`config.mk`:
```
export PLATFORM = sky130hd
export DESIGN_NAME = standard_timer
export DESIGN_NICKNAME = d
export VERILOG_FILES = /design/src/standard_timer_pkg.sv /design/src/timer_core_if.sv /design/src/standard_timer.sv /design/src/timer_edge_sense.sv /design/src/timer_core.sv
export VERILOG_INCLUDE_DIRS = /design/src
export SDC_FILE = /design/constraint.sdc
export NUM_CORES = 1
export LEC_CHECK = 0
export BUFFER_PORTS_ARGS = -buffer_cell sky130_fd_sc_hd__buf_2
export CORE_UTILIZATION = 50
export CTS_CLUSTER_SIZE = 12
export DETAILED_ROUTE_END_ITERATION = 6
export PLACE_DENSITY = 0.71
export SLEW_MARGIN = 20
export SYNTH_ARGS = -nofsm -noshare
export SYNTH_HDL_FRONTEND = slang
export SYNTH_HIERARCHICAL = 1
export SYNTH_SLANG_ARGS = --single-unit
export TNS_END_PERCENT = 10
```
`constraint.sdc`:
```
create_clock -name i_clock -period 3.7 [get_ports i_clock]
set_input_delay 0.37 -clock i_clock [delete_from_list [all_inputs] [get_ports i_clock]]
set_output_delay 0.37 -clock i_clock [all_outputs]
set_load 0.005 [all_outputs]
```
`src/standard_timer_regs.svh`:
```
// constants for the standard timer: register offsets, fields, reset values, prescaler width
`ifndef STANDARD_TIMER_REGS_SVH
`define STANDARD_TIMER_REGS_SVH

`define ST_CTRL0_OFFSET  12'h000
`define ST_CTRL1_OFFSET  12'h004
`define ST_COUNT_OFFSET  12'h008
`define ST_CMPA_OFFSET   12'h00C
`define ST_PERIOD_OFFSET 12'h010
`define ST_FLAGS_OFFSET  12'h014

// control one fields
`define ST_CCLR_BIT  0
`define ST_DPX_BIT   1
`define ST_POL_BIT   2
`define ST_OC_BIT    3
`define ST_IO_LO     4
`define ST_MODE_LO   6
// control zero fields
`define ST_RUN_BIT   0
`define ST_PRESC_LO  8
// flag register fields
`define ST_FLAG_A_BIT 0
`define ST_FLAG_P_BIT 1

`define ST_CTRL1_RESET  8'h00
`define ST_PRESC_RESET  8'h00
`define ST_CMPA_RESET   16'h0000
`define ST_PERIOD_RESET 8'h00

`define ST_PRESC_W 8
`endif

```
`src/standard_timer_pkg.sv`:
```
// types shared by the standard timer modules
package standard_timer_pkg;
    typedef enum logic [1:0] {
        MODE_COMPARE = 2'b00,
        MODE_CAPTURE = 2'b01,
        MODE_PWM     = 2'b10,
        MODE_TIMER   = 2'b11
    } mode_e;
    typedef enum logic [1:0] {
        PIN_CODE_00 = 2'b00,
        PIN_CODE_01 = 2'b01,
        PIN_CODE_10 = 2'b10,
        PIN_CODE_11 = 2'b11
    } pin_code_e;
endpackage

```
`src/timer_core_if.sv`:
```
// signals between the register side and the timer core
`timescale 1ns/1ps
`default_nettype none
interface timer_core_if;
    logic        run;
    logic        run_rise;
    logic        tick;
    logic [1:0]  mode;
    logic [1:0]  pin_code;
    logic        level_ctl;
    logic        invert;
    logic        swap;
    logic        clear_sel;
    logic [15:0] cmp_a;
    logic [7:0]  period;
    logic        ext_set_run;
    logic        match_a;
    logic        match_p;
    logic        capture;
    logic        auto_stop;
    logic [15:0] count;
    logic        pin_level;
    logic        pin_en;
    modport regs (output run, run_rise, tick, mode, pin_code, level_ctl, invert, swap,
                  clear_sel, cmp_a, period,
                  input ext_set_run, match_a, match_p, capture, auto_stop, count,
                  pin_level, pin_en);
    modport core (input run, run_rise, tick, mode, pin_code, level_ctl, invert, swap,
                  clear_sel, cmp_a, period,
                  output ext_set_run, match_a, match_p, capture, auto_stop, count,
                  pin_level, pin_en);
endinterface
`default_nettype wire

```
`src/standard_timer.sv`:
```
// standard timer: APB registers, counter, comparators and mode logic
`include "standard_timer_regs.svh"
`timescale 1ns/1ps
`default_nettype none
module standard_timer (
    input  wire logic        i_clock,
    input  wire logic        i_resetn,
    input  wire logic        i_psel,
    input  wire logic        i_penable,
    input  wire logic        i_pwrite,
    input  wire logic [11:0] i_paddr,
    input  wire logic [31:0] i_pwdata,
    input  wire logic        i_external_clock_pin,
    input  wire logic        i_capture_input_pin,
    output logic [31:0]      o_prdata,
    output logic             o_pready,
    output logic             o_pslverr,
    output logic             o_timer_out,
    output logic             o_timer_out_en,
    output logic             o_timer_irq
);
    // ********************************
    // reset release
    // ********************************
    logic rst_meta_q;
    logic rst_n_q;
    always_ff @(posedge i_clock or negedge i_resetn) begin
        if (!i_resetn) begin
            rst_meta_q <= 1'b0;
            rst_n_q    <= 1'b0;
        end else begin
            rst_meta_q <= 1'b1;
            rst_n_q    <= rst_meta_q;
        end
    end

    timer_core_if cif ();

    // ********************************
    // register bank
    // ********************************
    logic                   run_bit_q;
    logic                   run_prev_q;
    logic [`ST_PRESC_W-1:0] presc_sel_q;
    logic [`ST_PRESC_W-1:0] presc_cnt_q;
    logic [7:0]             ctrl1_q;
    logic [15:0]            cmp_a_q;
    logic [7:0]             period_q;
    logic                   match_a_flag_q;
    logic                   match_p_flag_q;
    logic                   cap_pend_q;
    logic                   tick_q;

    logic wr_en;
    logic rd_en;
    logic hit;
    assign wr_en = i_psel & i_penable & i_pwrite;
    assign rd_en = i_psel & i_penable & ~i_pwrite;
    always_comb begin
        case (i_paddr)
            `ST_CTRL0_OFFSET, `ST_CTRL1_OFFSET, `ST_COUNT_OFFSET,
            `ST_CMPA_OFFSET, `ST_PERIOD_OFFSET, `ST_FLAGS_OFFSET: hit = 1'b1;
            default: hit = 1'b0;
        endcase
    end

    // prescaler: one timer tick every presc_sel+1 system clocks
    always_ff @(posedge i_clock or negedge rst_n_q) begin
        if (!rst_n_q) begin
            presc_cnt_q <= '0;
            tick_q      <= 1'b0;
        end else if (presc_cnt_q >= presc_sel_q) begin
            presc_cnt_q <= '0;
            tick_q      <= 1'b1;
        end else begin
            presc_cnt_q <= presc_cnt_q + 1'b1;
            tick_q      <= 1'b0;
        end
    end

    // run bit: hardware set/clear sources win over software write
    always_ff @(posedge i_clock or negedge rst_n_q) begin
        if (!rst_n_q) begin
            run_bit_q  <= 1'b0;
            run_prev_q <= 1'b0;
        end else begin
            run_prev_q <= run_bit_q;
            if (cif.ext_set_run) begin
                run_bit_q <= 1'b1;
            end else if (cif.auto_stop) begin
                run_bit_q <= 1'b0;
            end else if (wr_en && i_paddr == `ST_CTRL0_OFFSET) begin
                run_bit_q <= i_pwdata[`ST_RUN_BIT];
            end
        end
    end

    always_ff @(posedge i_clock or negedge rst_n_q) begin
        if (!rst_n_q) begin
            presc_sel_q <= `ST_PRESC_RESET;
            ctrl1_q     <= `ST_CTRL1_RESET;
            period_q    <= `ST_PERIOD_RESET;
        end else if (wr_en) begin
            if (i_paddr == `ST_CTRL0_OFFSET) begin
                presc_sel_q <= i_pwdata[`ST_PRESC_LO +: `ST_PRESC_W];
            end
            if (i_paddr == `ST_CTRL1_OFFSET) begin
                ctrl1_q <= i_pwdata[7:0];
            end
            if (i_paddr == `ST_PERIOD_OFFSET) begin
                period_q <= i_pwdata[7:0];
            end
        end
    end

    // compare A: capture has priority over a software write
    always_ff @(posedge i_clock or negedge rst_n_q) begin
        if (!rst_n_q) begin
            cmp_a_q <= `ST_CMPA_RESET;
        end else if (cif.capture) begin
            cmp_a_q <= cif.count;
        end else if (wr_en && i_paddr == `ST_CMPA_OFFSET) begin
            cmp_a_q <= i_pwdata[15:0];
        end
    end

    // flags: hardware set wins over write-one-to-clear
    always_ff @(posedge i_clock or negedge rst_n_q) begin
        if (!rst_n_q) begin
            match_a_flag_q <= 1'b0;
            match_p_flag_q <= 1'b0;
            cap_pend_q     <= 1'b0;
        end else begin
            cap_pend_q <= cif.capture;
            if (cif.match_a || cap_pend_q) begin
                match_a_flag_q <= 1'b1;
            end else if (wr_en && i_paddr == `ST_FLAGS_OFFSET
                         && i_pwdata[`ST_FLAG_A_BIT]) begin
                match_a_flag_q <= 1'b0;
            end
            if (cif.match_p) begin
                match_p_flag_q <= 1'b1;
            end else if (wr_en && i_paddr == `ST_FLAGS_OFFSET
                         && i_pwdata[`ST_FLAG_P_BIT]) begin
                match_p_flag_q <= 1'b0;
            end
        end
    end

    always_ff @(posedge i_clock or negedge rst_n_q) begin
        if (!rst_n_q) begin
            o_prdata  <= 32'h00000000;
            o_pready  <= 1'b0;
            o_pslverr <= 1'b0;
        end else begin
            o_pready  <= i_psel & ~i_penable;
            o_pslverr <= i_psel & ~i_penable & ~hit;
            o_prdata  <= 32'h00000000;
            if (i_psel && !i_penable && !i_pwrite) begin
                case (i_paddr)
                    `ST_CTRL0_OFFSET:  o_prdata <= {16'h0000, presc_sel_q, 7'h00, run_bit_q};
                    `ST_CTRL1_OFFSET:  o_prdata <= {24'h000000, ctrl1_q};
                    `ST_COUNT_OFFSET:  o_prdata <= {16'h0000, cif.count};
                    `ST_CMPA_OFFSET:   o_prdata <= {16'h0000, cmp_a_q};
                    `ST_PERIOD_OFFSET: o_prdata <= {24'h000000, period_q};
                    `ST_FLAGS_OFFSET:  o_prdata <= {30'h00000000, match_p_flag_q,
                                                    match_a_flag_q};
                    default:           o_prdata <= 32'h00000000;
                endcase
            end
        end
    end

    always_ff @(posedge i_clock or negedge rst_n_q) begin
        if (!rst_n_q) begin
            o_timer_out    <= 1'b0;
            o_timer_out_en <= 1'b0;
            o_timer_irq    <= 1'b0;
        end else begin
            o_timer_out    <= cif.pin_level;
            o_timer_out_en <= cif.pin_en;
            o_timer_irq    <= match_a_flag_q | match_p_flag_q;
        end
    end

    assign cif.run       = run_bit_q;
    assign cif.run_rise  = run_bit_q & ~run_prev_q;
    assign cif.tick      = tick_q;
    assign cif.mode      = ctrl1_q[`ST_MODE_LO +: 2];
    assign cif.pin_code  = ctrl1_q[`ST_IO_LO +: 2];
    assign cif.level_ctl = ctrl1_q[`ST_OC_BIT];
    assign cif.invert    = ctrl1_q[`ST_POL_BIT];
    assign cif.swap      = ctrl1_q[`ST_DPX_BIT];
    assign cif.clear_sel = ctrl1_q[`ST_CCLR_BIT];
    assign cif.cmp_a     = cmp_a_q;
    assign cif.period    = period_q;

    // ********************************
    // counter and mode logic
    // ********************************
    logic clk_rise;
    logic cap_rise;
    logic cap_fall;
    timer_edge_sense u_edges (
        .i_clock    (i_clock),
        .i_rst_n    (rst_n_q),
        .i_clk_pin  (i_external_clock_pin),
        .i_cap_pin  (i_capture_input_pin),
        .o_clk_rise (clk_rise),
        .o_cap_rise (cap_rise),
        .o_cap_fall (cap_fall)
    );
    timer_core u_core (
        .i_clock    (i_clock),
        .i_rst_n    (rst_n_q),
        .i_clk_rise (clk_rise),
        .i_cap_rise (cap_rise),
        .i_cap_fall (cap_fall),
        .bus        (cif.core)
    );
endmodule
`default_nettype wire

```
`src/timer_edge_sense.sv`:
```
// edge sensing on the external clock and capture pins
`timescale 1ns/1ps
`default_nettype none
module timer_edge_sense (
    input  wire logic i_clock,
    input  wire logic i_rst_n,
    input  wire logic i_clk_pin,
    input  wire logic i_cap_pin,
    output logic      o_clk_rise,
    output logic      o_cap_rise,
    output logic      o_cap_fall
);
    logic clk_pin_q;
    logic cap_pin_q;

    always_ff @(posedge i_clock or negedge i_rst_n) begin
        if (!i_rst_n) begin
            clk_pin_q <= 1'b0;
            cap_pin_q <= 1'b0;
        end else begin
            clk_pin_q <= i_clk_pin;
            cap_pin_q <= i_cap_pin;
        end
    end

    assign o_clk_rise = i_clk_pin & ~clk_pin_q;
    assign o_cap_rise = i_cap_pin & ~cap_pin_q;
    assign o_cap_fall = ~i_cap_pin & cap_pin_q;
endmodule
`default_nettype wire

```
`src/timer_core.sv`:
```
// counter, comparators and per-mode output behaviour
`include "standard_timer_regs.svh"
`timescale 1ns/1ps
`default_nettype none
module timer_core (
    input  wire logic  i_clock,
    input  wire logic  i_rst_n,
    input  wire logic  i_clk_rise,
    input  wire logic  i_cap_rise,
    input  wire logic  i_cap_fall,
    timer_core_if.core bus
);
    logic [15:0] count_q;
    logic        out_q;
    logic        single;
    logic        pwm;
    logic        cmp_like;
    logic        hit_a;
    logic        hit_p;
    logic        edge_ok;
    logic        duty_on;

    assign single   = bus.mode == standard_timer_pkg::MODE_PWM
                      && bus.pin_code == standard_timer_pkg::PIN_CODE_11;
    assign pwm      = bus.mode == standard_timer_pkg::MODE_PWM && !single;
    assign cmp_like = bus.mode == standard_timer_pkg::MODE_COMPARE
                      || bus.mode == standard_timer_pkg::MODE_TIMER;
    // period compare on the top byte only; the match sits on the last count so a
    // period value spans value x 256 ticks; zero means full overflow
    // no match in the restart cycle: the count there is stale until it is zeroed
    assign hit_a = bus.run && bus.tick && !bus.run_rise && count_q == bus.cmp_a;
    assign hit_p = bus.run && bus.tick && !bus.run_rise
                   && (bus.period == 8'h00 ? count_q == 16'hFFFF
                       : count_q == {bus.period - 8'h01, 8'hFF});

    always_comb begin
        case (bus.pin_code)
            standard_timer_pkg::PIN_CODE_00: edge_ok = i_cap_rise;
            standard_timer_pkg::PIN_CODE_01: edge_ok = i_cap_fall;
            standard_timer_pkg::PIN_CODE_10: edge_ok = i_cap_rise | i_cap_fall;
            default:                         edge_ok = 1'b0;
        endcase
    end

    // duty: first part of the period is active; duty >= period gives full on, duty > period when swapped
    always_comb begin
        if (!bus.swap) begin
            duty_on = count_q < bus.cmp_a;
            if (bus.period != 8'h00 && bus.cmp_a >= {bus.period, 8'h00}) begin
                duty_on = 1'b1;
            end
        end else begin
            duty_on = (bus.period == 8'h00) ? 1'b1 : count_q < {bus.period, 8'h00};
            if (bus.period != 8'h00 && {bus.period, 8'h00} > bus.cmp_a) begin
                duty_on = 1'b1;
            end
        end
    end

    assign bus.capture     = bus.mode == standard_timer_pkg::MODE_CAPTURE
                             && bus.run && edge_ok;
    assign bus.ext_set_run = single && !bus.run && i_clk_rise;
    assign bus.auto_stop   = single && hit_a;
    assign bus.count       = count_q;

    always_comb begin
        bus.match_a = 1'b0;
        bus.match_p = 1'b0;
        if (cmp_like) begin
            bus.match_a = hit_a && bus.cmp_a != 16'h0000;
            bus.match_p = hit_p && !bus.clear_sel;
        end else if (pwm) begin
            bus.match_a = hit_a;
            bus.match_p = hit_p;
        end else if (single) begin
            bus.match_a = hit_a;
        end else begin
            bus.match_p = hit_p;
        end
    end

    always_ff @(posedge i_clock or negedge i_rst_n) begin
        if (!i_rst_n) begin
            count_q <= 16'h0000;
        end else if (bus.run_rise) begin
            count_q <= 16'h0000;
        end else if (bus.run && bus.tick) begin
            if (single) begin
                count_q <= count_q + 16'h0001;
            end else if (pwm ? (bus.swap ? hit_a : hit_p) :
                         cmp_like ? (bus.clear_sel ? bus.match_a : hit_p) : hit_p) begin
                count_q <= 16'h0000;
            end else begin
                count_q <= count_q + 16'h0001;
            end
        end
    end

    always_ff @(posedge i_clock or negedge i_rst_n) begin
        if (!i_rst_n) begin
            out_q <= 1'b0;
        end else if (bus.run_rise) begin
            out_q <= bus.level_ctl;
        end else if (cmp_like && bus.match_a) begin
            case (bus.pin_code)
                standard_timer_pkg::PIN_CODE_01: out_q <= 1'b0;
                standard_timer_pkg::PIN_CODE_10: out_q <= 1'b1;
                standard_timer_pkg::PIN_CODE_11: out_q <= ~out_q;
                default:                         out_q <= out_q;
            endcase
        end else if (single && !bus.run) begin
            out_q <= ~bus.level_ctl;
        end
    end

    always_comb begin
        bus.pin_en    = 1'b1;
        bus.pin_level = out_q ^ bus.invert;
        if (bus.mode == standard_timer_pkg::MODE_TIMER
            || bus.mode == standard_timer_pkg::MODE_CAPTURE) begin
            bus.pin_en    = 1'b0;
            bus.pin_level = 1'b0;
        end else if (pwm) begin
            case (bus.pin_code)
                standard_timer_pkg::PIN_CODE_00: bus.pin_level = ~bus.level_ctl ^ bus.invert;
                standard_timer_pkg::PIN_CODE_01: bus.pin_level = bus.level_ctl ^ bus.invert;
                default: bus.pin_level = (duty_on ? bus.level_ctl : ~bus.level_ctl)
                                         ^ bus.invert;
            endcase
        end else if (single) begin
            bus.pin_level = (bus.run ? bus.level_ctl : ~bus.level_ctl) ^ bus.invert;
        end
    end
endmodule
`default_nettype wire

```
## Word-level counts from Yosys, hierarchy flattened

Cells that the tools add are included.

| storage, ports and cells | value |
|---|---|
| input bits | 51 |
| output and inout bits | 37 |
| flip-flop bits (word level) | 112 |
| word-level logic and storage cells | 163 |

| cells by class | value |
|---|---|
| $add $sub $neg | 3 |
| bitwise operators | 23 |
| order comparisons | 5 |
| eq/ne operators | 15 |
| reduce and logical (&&, ||, !) cells | 49 |
| mux-type cells | 45 |

Operators by type and width:

| kind | number |
|---|---|
| 16-bit two-way mux | 6 |
| 16-bit case mux with 6 select lines | 1 |
| 1-bit two-way mux | 33 |
| 16-bit == test | 2 |
| 16-bit < comparator | 2 |
| 32-bit two-way mux | 1 |
| 12-bit by 4-bit == test with 1-bit output, second input constant | 2 |
| 12-bit by 5-bit == test with 1-bit output, second input constant | 2 |
| 1-bit logical AND | 23 |
| 16-bit by 1-bit adder with 16-bit output, second input constant | 1 |
| 16-bit == test, second input constant | 1 |
| 16-bit >= comparator | 1 |
| 16-bit > comparator | 1 |
| 16-bit nonzero test | 1 |
| 12-bit by 3-bit == test with 1-bit output, second input constant | 1 |
| 12-bit zero test | 1 |
| 8-bit by 1-bit adder with 8-bit output, second input constant | 1 |
| 1-bit bitwise AND | 8 |
| 2-bit == test, second input constant | 4 |
| 8-bit >= comparator | 1 |
| 8-bit zero test | 1 |
| 8-bit two-way mux | 1 |
| 1-bit NOT | 8 |
| 2-bit AND reduction | 4 |
| 14 further kinds | 33 |

## Longest topological paths before layout

Gate-level depths: netlist (run 1).

| logic depth | value |
|---|---|
| depth after elaboration | 15 |
| gate-level depth with buffers | 11 |
| mapped depth without buffers | 9 |

## Cells and area by module

The synthesis (run 1) kept the hierarchy.

Modules (own cells, without submodules):

| module | times used | area an instance (sq um) | cells each |
|---|---|---|---|
| standard_timer | 1 | 3776.1 | 330 |
| timer_core | 1 | 2478.6 | 330 |
| timer_edge_sense | 1 | 71.3 | 5 |

## Least setup slack after synthesis (run 1)

Ideal clock, no wire load.

| timing path | value |
|---|---|
| path type | reg2reg |
| start | reg u_core.count_q[13] (netlist: u_core/bus.count[13]) |
| end | reg u_core.count_q[1] (netlist: u_core/bus.count[1]) |
| library setup time | 0.121 ns |
| slack | 1.041 ns |
| data arrival time | 2.538 ns |
| clock period less this slack | 2.659 ns |
| cell stages (with the launch flop) | 10 |
| cells stage by stage | dfrtp_1 > ha_1 > nand4_1 > or3_1 > o21ai_0 > a31oi_1 > or4_1 > buf_6 > buf_8 > a32o_2 |

| between the ends | value |
|---|---|
| cells in the longest elaborated chain, start to end | 12 |
| elaborated cells on any way between the ends | 18 |
| those cells by class | 3 x eq/ne; 12 x mux; 3 x reduce/logical |

Ends and longest elaborated chain:

| element | line | text |
|---|---|---|
| start, declared | timer_core.sv:13 | `logic [15:0] count_q;` |
| start signal, assigned | timer_core.sv:89 | `count_q <= count_q + 16'h0001;` |
| start signal, assigned | timer_core.sv:94 | `count_q <= count_q + 16'h0001;` |
| 16-bit == test | timer_core.sv:31 | `assign hit_a = bus.run && bus.tick && !bus.run_rise && count_q == bus.cmp_a;` |
| 1-bit logical AND | timer_core.sv:31 |  |
| 1-bit two-way mux | timer_core.sv:75 | `end else if (single) begin` |
| 1-bit two-way mux | timer_core.sv:72 | `end else if (pwm) begin` |
| 1-bit two-way mux | timer_core.sv:69 | `if (cmp_like) begin` |
| 1-bit two-way mux (2 in a row) | timer_core.sv:91 | `cmp_like ? (bus.clear_sel ? bus.match_a : hit_p) : hit_p) begin` |
| 1-bit two-way mux (*) | timer_core.sv:90 | `end else if (pwm ? (bus.swap ? hit_a : hit_p) :` |
| 16-bit two-way mux (*) | timer_core.sv:90 |  |
| 16-bit two-way mux (*) | timer_core.sv:88 | `if (single) begin` |
| 16-bit two-way mux (*) | timer_core.sv:87 | `end else if (bus.run && bus.tick) begin` |
| 16-bit two-way mux (*) | timer_core.sv:85 | `end else if (bus.run_rise) begin` |

Mark *: on every way between the ends. The rest lies on a longest branch, timed or not. The select of a mux whose other input is x is not followed.
A chain may end at the register's enable or synchronous reset.

## Final worst setup path (run 1)

| timing path | value |
|---|---|
| start | reg cmp_a_q[14] (netlist: cif.cmp_a[14]) |
| end | reg u_core.count_q[7] (netlist: u_core/bus.count[7]) |

| between the ends | value |
|---|---|
| cells in the longest elaborated chain, start to end | 12 |
| elaborated cells on any way between the ends | 15 |
| those cells by class | 1 x eq/ne; 11 x mux; 3 x reduce/logical |

Ends and longest elaborated chain:

| element | line | text |
|---|---|---|
| start, declared | standard_timer.sv:47 | `logic [15:0] cmp_a_q;` |
| start signal, assigned | standard_timer.sv:119 | `` cmp_a_q <= `ST_CMPA_RESET; `` |
| start signal, assigned | standard_timer.sv:121 | `cmp_a_q <= cif.count;` |
| start signal, assigned | standard_timer.sv:123 | `cmp_a_q <= i_pwdata[15:0];` |
| 16-bit == test | timer_core.sv:31 |  |
| 1-bit logical AND | timer_core.sv:31 |  |
| 1-bit two-way mux | timer_core.sv:75 |  |
| 1-bit two-way mux | timer_core.sv:72 |  |
| 1-bit two-way mux | timer_core.sv:69 |  |
| 1-bit two-way mux (2 in a row) | timer_core.sv:91 |  |
| 1-bit two-way mux (*) | timer_core.sv:90 |  |
| 16-bit two-way mux (*) | timer_core.sv:90 |  |
| 16-bit two-way mux (*) | timer_core.sv:88 |  |
| 16-bit two-way mux (*) | timer_core.sv:87 |  |
| 16-bit two-way mux (*) | timer_core.sv:85 |  |

Marked as above.

==> impl_metrics.tcl, run 1 <==
set metrics [dict create \
    cap_violations 0 \
    antenna_found_initial 0 \
    tightestPinTransition_ns 0.8397 \
    fmax_ghz 0.3090 \
    synth_top_area_frac 0.3797 \
    worstSetupEndpointType "register" \
    crit_path_start "cif.cmp_a[14]" \
    setup_viol 0 \
    synth_seq_area_share 0.3797 \
    vias 5247 \
    synth.area.top_cells "dfrtp_1 38%, ha_1 9.3%, mux2_2 7.1%" \
    max_stage_delay_ns 0.88 \
    io_buffers 55 \
    holdPathStages 1 \
    worstHoldStart "i_external_clock_pin" \
    core-area_um2 12160 \
    layout_common_cells "95 x dfrtp_1, 56 x nand2_1, 55 x buf_2" \
    routed_wirelength_mm 16.29 \
    r2r_end "u_core/bus.count[7]" \
    clockBufferDepth 2 \
    slew_viol_final 0 \
    rsz0062_at_grt "false" \
    initial_core_util 0.5202 \
    die-area_um2 13110 \
    fin_skew_ns 0.004357 \
    r2r_start "cif.cmp_a[14]" \
    crit_slowest_cell "or4_1" \
    cts_tree "done" \
    dr.pass1.iters 5 \
    cp_max_fo 17 \
    grt_use_total 0.2628 \
    r2r_cells 9 \
    finalHoldViolCount 0 \
    dieHeight_um 114.5 \
    root_buffer "clkbuf_16" \
    ys_async_sr_fraction 1.000 \
    post-route-min-period_ns 3.236 \
    grt_overflow 0 \
    cts.clk_slew.worst_paths_ns 0.07 \
    power_density_nw_per_um2 291.4 \
    critical_path_arrival_ns 3.46 \
    required_ns 3.92 \
    placed_cells 877 \
    slew_headroom 0.4402 \
    hpwl_mm 12.12 \
    final_cells 893 \
    cts-resized-gates 0 \
    yosys_register_bits 96 \
    htree_levels 3 \
    finalSetupTns_ns 0 \
    peakVddDrop_uv 263.7 \
    reg2reg_slack_ns 0.46 \
    hp-class "input port to register" \
    hold_path_end "u_edges/clk_pin_q" \
    vias_per_cell 5.876 \
    die_w_um 114.5 \
    p_leak_nw 3.279 \
    first_global_vias 5121 \
    clk-insertion-delay-late_ns 0.35 \
    synthesis.area_um2 6326 \
    syn_area_per_cell_um2 9.513 \
    post-synth-top-area-cell "dfrtp_1" \
    layout_commonest_cell "dfrtp_1" \
    synth_edf_count 0 \
    numCtsBuffers 9 \
    io-pin-count 88 \
    post-route-period-util 0.8747 \
    synth_cell_type_count 73 \
    status "finished, final reports clean" \
    ys.warnings.count 6 \
    gp_congestion 0.9380 \
    drc 0 \
    critical_path.startpoint_type "register" \
    drt_iter0_drc 395 \
    num_antenna_cells 0 \
    synthCells 665 \
    grt_start_max_net_pins 46 \
    synth_flop_cell "dfrtp_1" \
    cts_num_sinks 96 \
    ant_nets 0 \
    drive_gt1_frac 0.2069 \
    wire_per_inst_um 18.24 \
    grt_pass1_wl_mm 26.19 \
    path_cells "inv_1, ha_1, nand4_1, or3_1, o21ai_0, a31oi_1, or4_1, nand2_1, o21ai_0" \
    syn_to_final_growth_pct 10.74 \
    layout.nets 819 \
    critPathKind "register to register" \
    num_rows 40 \
    cp_common_cell "o21ai_0" \
]
registers in the layout (all words and copies together) (netlist names):
signal	flops
u_core/bus.count	16
o_prdata	16
run_prev_q	1
cif.run	1
presc_sel_q	8
o_timer_irq	1
match_a_flag_q	1
o_timer_out	1
ctrl1_q	8
u_core/out_q	1
cif.period	8
presc_cnt_q	8
o_timer_out_en	1
u_edges/cap_pin_q	1
cif.tick	1
cif.cmp_a	16
o_pslverr	1
rst_meta_q	1
match_p_flag_q	1
u_edges/clk_pin_q	1
rst_n_q	1
o_pready	1
cap_pend_q	1
layout make-up:
class | instances | area, um2
fillers | 1052 | 5156
clock buffers | 10 | 229.0
flip-flops and latches | 96 | 2406
repair buffers | 72 | 405.4
inverters | 44 | 165.2
well taps | 168 | 210.2
clock inverters | 5 | 35.03
multi-input cells | 498 | 3555
report_power, final:
part	internal (W)	switching [W]	total, W
clock network	0.000452	0.000407	0.000859
logic	0.0000416	0.0000756	0.000117
registers	0.00106	0.00000955	0.00107
total	0.00155	0.000492	0.00204
stage by stage:
stage	hold WS [ns]	instance area, um2	worst slack [ns]	power [W]	utilization
2_1_floorplan	0.07441	6382	0.8279	0.001160	-
3_3_place_gp	0.1559	6728	0.6095	0.001197	0.5532
3_5_place_dp	0.1570	6728	0.5620	0.001201	0.5532
4_1_cts	0.1252	7002	0.5125	0.002053	0.5757
5_1_grt	0.1280	7005	0.3040	0.002111	0.5760
6_report	0.1348	7005	0.4635	0.002042	0.5760
layer usage:
layer	global-route usage	wire (um)	up-vias
li1	-	-	2482
met1	0.3295	7096	2537
met2	0.4461	7748	196
met3	0.05082	977	32
met4	0.1048	466	0
met5	0	0	-
cells in the mapped netlist (6+ instances only):
master    count
ha_1         47
a22oi_1      17
inv_1        44
and4_1        6
o21a_1       11
nor4_1        7
buf_4        16
nand4_1      11
nor2_1       48
clkbuf_1     15
mux2i_1      27
nand2_1      56
and3_1        6
nor2b_1      10
a31oi_1       8
mux2_2       40
dfrtp_1      96
nand3_1      35
o21ai_0      37
xnor2_1       6
a21oi_1      21
worst max-delay path, delay by kind of cell (launching register included):
kind / cells / cell delay (ns)
buffers and inverters: 1 / 0.12
and+or+nand+nor: 4 / 1.82
AOI/OAI and AO/OA: 3 / 0.43
DFF: 1 / 0.37
adders and majority gates: 1 / 0.34
how the worst max path moves through the flow:
| stage | to | slack, ns | cells after the start |
|---|---|---|---|
| after floorplan | cap_pend_q | 0.83 | 0 |
| after global placement | u_core/bus.count[7] | 0.61 | 9 |
| after detailed placement | u_core/bus.count[7] | 0.56 | 9 |
| after CTS | u_core/bus.count[7] | 0.51 | 9 |
| after global routing | u_core/bus.count[10] | 0.30 | 9 |
| final | u_core/bus.count[7] | 0.46 | 9 |
cells by family (layout without fill, tap and decap cells):
group | count (synthesis) | count (layout) | synth area share
simple gates | 223 | 223 | 0.1885
compound gates | 133 | 133 | 0.1406
flops | 96 | 96 | 0.3797
buf+inv | 86 | 131 | 0.06784
mux | 67 | 67 | 0.1139
fa+ha+maj | 47 | 47 | 0.09296
xor+xnor | 11 | 11 | 0.01523
other cells | 2 | 17 | 0.001187
what timing repair did:
item | 4_1_cts | 5_1_grt
setup buffers | 0 | 0
endpoints found under the setup margin | 0 | 0
endpoints found under the hold margin | 2 | 0
hold buffers | 1 | 0
(Power assumes the default switching activity.)
==> run 2, diff against run 1 <==
Settings changed: RECOVER_POWER set to 100.
Clock period 3.7 ns to 4.15 ns, I/O delays scaled along.
==> run 2 against run 1 <==
Against the previous run:
- the flow now finishes with violations (capacitance limit, slew limit)
- sequential cell count unchanged
- via count decreased by 0.53%
- critical path depth decreased by 4
- die area unchanged
- largest cell class unchanged
==> impl_metrics.tcl, run 2 (synthesis results as in run 1) <==
set metrics [dict create \
    slew_viol_final 66 \
    syn_to_final_growth_pct 9.197 \
    dieHeight_um 114.5 \
    numCtsBuffers 9 \
    fin_skew_ns 0.009380 \
    grt_overflow 0 \
    p_sw_frac 0.2311 \
    die_w_um 114.5 \
    first_global_vias 5166 \
    dp_slack_ns 1.013 \
    core-area_um2 12160 \
    root_buffer "clkbuf_16" \
    r2r_cells 9 \
    holdPathStages 1 \
    hp-class "input port to register" \
    hold_path_end "u_edges/clk_pin_q" \
    critical_path.startpoint_type "input port" \
    io-pin-count 88 \
    hpwl_mm 11.66 \
    grt_pass1_wl_mm 26.23 \
    post-route-period-util 0.8054 \
    die-area_um2 13110 \
    internal_power_w 0.001458 \
    drt_iter0_drc 390 \
    cp_max_fo 23 \
    ant_nets 0 \
    fmax_ghz 0.2992 \
    grt_start_max_net_pins 66 \
    grt_use_total 0.2624 \
    vias_per_cell 5.891 \
    reg2reg_slack_ns 0.93 \
    dr.pass1.iters 5 \
    r2r_start "u_core/bus.count[14]" \
    num_antenna_cells 0 \
    peakVddDrop_uv 163.3 \
    num_rows 40 \
    clk-insertion-delay-late_ns 0.36 \
    p_switching_w 0.0004382 \
    status "finished with violations" \
    fill_cells 1115 \
    clockBufferDepth 2 \
    cap_violations 1 \
    vias 5219 \
    drc 0 \
    antenna_found_initial 0 \
    cts_num_sinks 96 \
    initial_core_util 0.5202 \
    p_leak_nw 3.178 \
    seqCellArea_um2 2402 \
    setup_viol 0 \
    gp_congestion 0.8711 \
    rsz0062_at_grt "false" \
    drive_gt1_frac 0.1657 \
    htree_levels 3 \
    setup_slack_ns 0.8077 \
    cts_tree "done" \
    slew_headroom -0.7605 \
    critPathKind "input port to register" \
    tightestPinTransition_ns 2.641 \
    pwr-share-comb 0.046 \
    multi_input_area_um2 3506 \
    finalSetupTns_ns 0 \
    wire_per_inst_um 18.26 \
    layout.nets 811 \
    cts-resized-gates 0 \
    worstHoldStart "i_external_clock_pin" \
    cts.clk_slew.worst_paths_ns 0.06 \
    worstSetupEndpointType "register" \
    post-route-min-period_ns 3.342 \
    required_ns 4.33 \
    critical_path_arrival_ns 3.52 \
    clock_power_share 0.448 \
    layout_commonest_cell "dfrtp_1" \
    violations "capacitance limit, slew limit" \
    finalHoldViolCount 0 \
    routed_wirelength_mm 16.18 \
    r2r_end "u_core/bus.count[7]" \
    layout_common_cells "96 x dfrtp_1, 57 x nand2_1, 47 x nor2_1, 47 x ha_1, 44 x inv_1" \
    power_density_nw_per_um2 274.5 \
    io_buffers 55 \
    p_seq_frac 0.506 \
]
-- run 2: cell count changes in the layout (fill, tap and decap cells not counted), moves of 2 or more --
cell and change:
and3_1 +2, and3_2 -2, buf_2 -14, buf_4 -9
clkbuf_1 +14, clkinv_4 -2, nand4_1 +2, nand4_2 -2
-- run 2: area by class of cell --
class | count | area share
Multi-Input combinational cell | 498 | 0.5075
Clock buffer | 11 | 0.03514
Sequential cell | 96 | 0.3478
Clock inverter | 5 | 0.008151
Inverter | 44 | 0.02391
Timing Repair Buffer | 64 | 0.04709
Tap cell | 168 | 0.03043
-- run 2: metal layers --
layer	wire length, um	vias to the layer above	global-route usage
met4	525	0	0.1074
met1	6997	2521	0.3270
li1	-	2469	-
met5	0	-	0
met2	7751	189	0.4461
met3	904	40	0.05082
-- run 2: stage by stage --
stage | utilization | cell area [um2] | hold WS [ns] | total power [W] | std cells
3_3_place_gp | 0.5483 | 6668 | 0.2021 | 0.001063 | 869
2_1_floorplan | - | 6382 | 0.1194 | 0.001034 | 680
5_1_grt | 0.5680 | 6908 | 0.1787 | 0.001963 | 886
4_1_cts | 0.5737 | 6977 | 0.1667 | 0.001915 | 886
6_report | 0.5680 | 6908 | 0.1819 | 0.001896 | 886
3_5_place_dp | 0.5483 | 6668 | 0.2071 | 0.001066 | 869
-- run 2: timing repair --
action | in CTS | in global routing
hold buffers | 1 | 0
hold endpoints to repair | 2 | 0
setup buffers | 0 | 0
-- run 2: how the worst max path moves through the flow --
stage	start	to	slack [ns]	depth (start not counted)
2_1_floorplan	rst_n_q	cap_pend_q	1.28	0
3_3_place_gp	cif.period[1]	u_core/bus.count[11]	1.06	9
3_5_place_dp	u_core/bus.count[14]	u_core/bus.count[7]	1.01	9
4_1_cts	cif.period[0]	u_core/bus.count[7]	0.98	9
5_1_grt	rst_n_q	o_prdata[8]	0.57	1
6_report	i_paddr[2]	cif.cmp_a[8]	0.81	5
-- run 2: power by group through the flow --
stage / clock [W] / sequential (W) / combinational (W)
final: 0.000849 / 0.000959 / 0.0000877
after global routing: 0.000905 / 0.000962 / 0.0000967
after CTS: 0.000865 / 0.000960 / 0.0000894
after detailed placement: 0 / 0.000978 / 0.0000881
after global placement: 0 / 0.000977 / 0.0000856
after floorplan: 0 / 0.000976 / 0.0000581
-- run 2: critical path: stages --
cell and delay (ns):
clkbuf_1 0.97, and4bb_2 0.38, nand4_1 1.04, mux2i_1 0.58, o21ai_0 0.13
==> run 3, diff against run 2 <==
Settings changed: PLACE_DENSITY 0.71 to 0.74.
Clock period 4.15 ns to 2.9 ns, I/O delays scaled along.
==> run 3 against run 2 <==
Against the previous run:
- the run still ends with capacitance limit, slew limit left
- global-route usage up 0.36 points
- critical path type is now register to register
- final cell count grew 3.8%
- register-to-register slack worse by 0.87 ns
- non-clock buffer count is 38 higher
- sequential power rose by 42%
- sequential share of layout area shrank 1.4 points
- power increased by 42%
==> impl_metrics.tcl, run 3 (synthesis results as in run 1) <==
set metrics [dict create \
    antenna_found_initial 0 \
    clk-insertion-delay-late_ns 0.36 \
    cts_tree "done" \
    final_cells 920 \
    tightestPinTransition_ns 1.586 \
    worstSetupEndpointType "register" \
    finalHoldViolCount 0 \
    initial_core_util 0.5202 \
    root_buffer "clkbuf_16" \
    hp-class "input port to register" \
    multi_input_area_um2 3533 \
    total_power_w 0.002693 \
    cts.clk_slew.worst_paths_ns 0.06 \
    num_antenna_cells 0 \
    drc 0 \
    dieHeight_um 114.5 \
    status "finished with violations" \
    seqCellArea_um2 2402 \
    io_buffers 55 \
    critPathKind "register to register" \
    ant_nets 0 \
    io-pin-count 88 \
    setup_viol 0 \
    core-area_um2 12160 \
    peakVddDrop_uv 283.2 \
    vias 5494 \
    layout_commonest_cell "dfrtp_1" \
    placed_cells 903 \
    die_w_um 114.5 \
    drt_iter0_drc 432 \
    p_leak_nw 3.374 \
    fmax_ghz 0.3521 \
    fill_cells 1070 \
    grt_start_max_net_pins 56 \
    required_ns 3.13 \
    post-route-period-util 0.9794 \
    slew_viol_final 41 \
    drive_gt1_frac 0.2101 \
    violations "capacitance limit, slew limit" \
    dr.pass1.iters 5 \
    wire_per_inst_um 18.28 \
    routed_wirelength_mm 16.81 \
    die-area_um2 13110 \
    slew_headroom -0.05717 \
    grt_pass1_wl_mm 26.44 \
    critical_path_arrival_ns 3.07 \
    layout_common_cells "96 x dfrtp_1, 57 x nand2_1, 48 x nor2_1" \
    htree_levels 3 \
    power_density_nw_per_um2 374.0 \
    gp_congestion 1.012 \
    syn_to_final_growth_pct 13.84 \
    cap_violations 1 \
    first_global_vias 5315 \
    clockBufferDepth 2 \
    fin_skew_ns 0.003588 \
    num_rows 40 \
    numCtsBuffers 9 \
    layout.nets 849 \
    cts_num_sinks 96 \
    grt_use_total 0.2660 \
    cp_max_fo 17 \
    post-route-min-period_ns 2.840 \
    hpwl_mm 12.57 \
    vias_per_cell 5.972 \
    grt_overflow 0 \
    critical_path.startpoint_type "register" \
]
run 3: cell types whose count changed in the layout (fill, tap and decap cells not counted), moves of 2 or more:
cell	before	now
clkinv_2	2	0
o21ai_1	0	2
buf_4	7	40
clkbuf_4	0	2
o21ai_0	38	36
run 3: what timing repair did:
item / 4_1_cts / 5_1_grt
endpoints found under the hold margin: 2 / 0
gates resized for setup: 0 / 7
hold buffers: 1 / 0
buffers inserted: 0 / 4
endpoints found under the setup margin: 0 / 15
run 3: path summary, 6_finish.rpt:
| kind | from | end | slack (ns) | cells past startpoint |
|---|---|---|---|---|
| setup / recovery | cif.period[2] | u_core/bus.count[3] | 0.06 | 9 |
| hold / removal | i_external_clock_pin | u_edges/clk_pin_q | 0.05 | 1 |
| setup reg to reg | cif.period[2] | u_core/bus.count[3] | 0.06 | 9 |
| hold reg to reg | rst_meta_q | rst_n_q | 0.36 | 0 |
| max in group asynchronous | rst_n_q | u_core/bus.count[1] | 0.62 | 1 |
| min in group asynchronous | i_resetn | rst_meta_q | 0.25 | 2 |
run 3: final cells by class:
type,count,share of cell area
clock buffer,11,0.03509
clock inverter,1,0.004170
inverter,44,0.02293
multi-input combinational,498,0.4906
sequential,96,0.3336
tap,168,0.02919
timing repair buffer,102,0.08443
run 3: where the power goes:
part / total [W] / switching [W] / leakage [nW] / internal [W]
clock network: 0.00118 / 0.000488 / 0.139 / 0.000696
registers: 0.00136 / 0.0000150 / 1.30 / 0.00135
logic: 0.000147 / 0.0000931 / 1.93 / 0.0000544
run 3: through the flow:
step / setup TNS (ns) / utilization / hold WS (ns) / setup WS (ns) / area, um2
6_report: 0 / 0.5922 / 0.04692 / 0.05965 / 7202
5_1_grt: -0.001571 / 0.5922 / 0.05042 / -0.001571 / 7202
4_1_cts: 0 / 0.5943 / 0.03764 / 0.03835 / 7228
3_5_place_dp: 0 / 0.5703 / 0.08027 / 0.06376 / 6935
2_1_floorplan: 0 / - / -0.005591 / 0.02792 / 6382
3_3_place_gp: 0 / 0.5703 / 0.07532 / 0.1109 / 6935
run 3: routing by layer:
metal  vias to the layer above  track usage  wire (um)
li1                       2533            -          -
met1                      2676       0.3232       6962
met2                       234       0.4465       8204
met3                        51      0.06088       1030
met4                         0       0.1273        616
met5                         -            0          0
run 3: critical path, cell delays in order, from the launching register on:
cell      delay [ns]
dfrtp_1         0.50
buf_4           0.22
nor3_2          0.38
a21oi_1         0.16
o32ai_2         0.29
o221ai_1        0.18
or4_4           0.51
buf_6           0.18
a31oi_1         0.20
mux2i_1         0.10
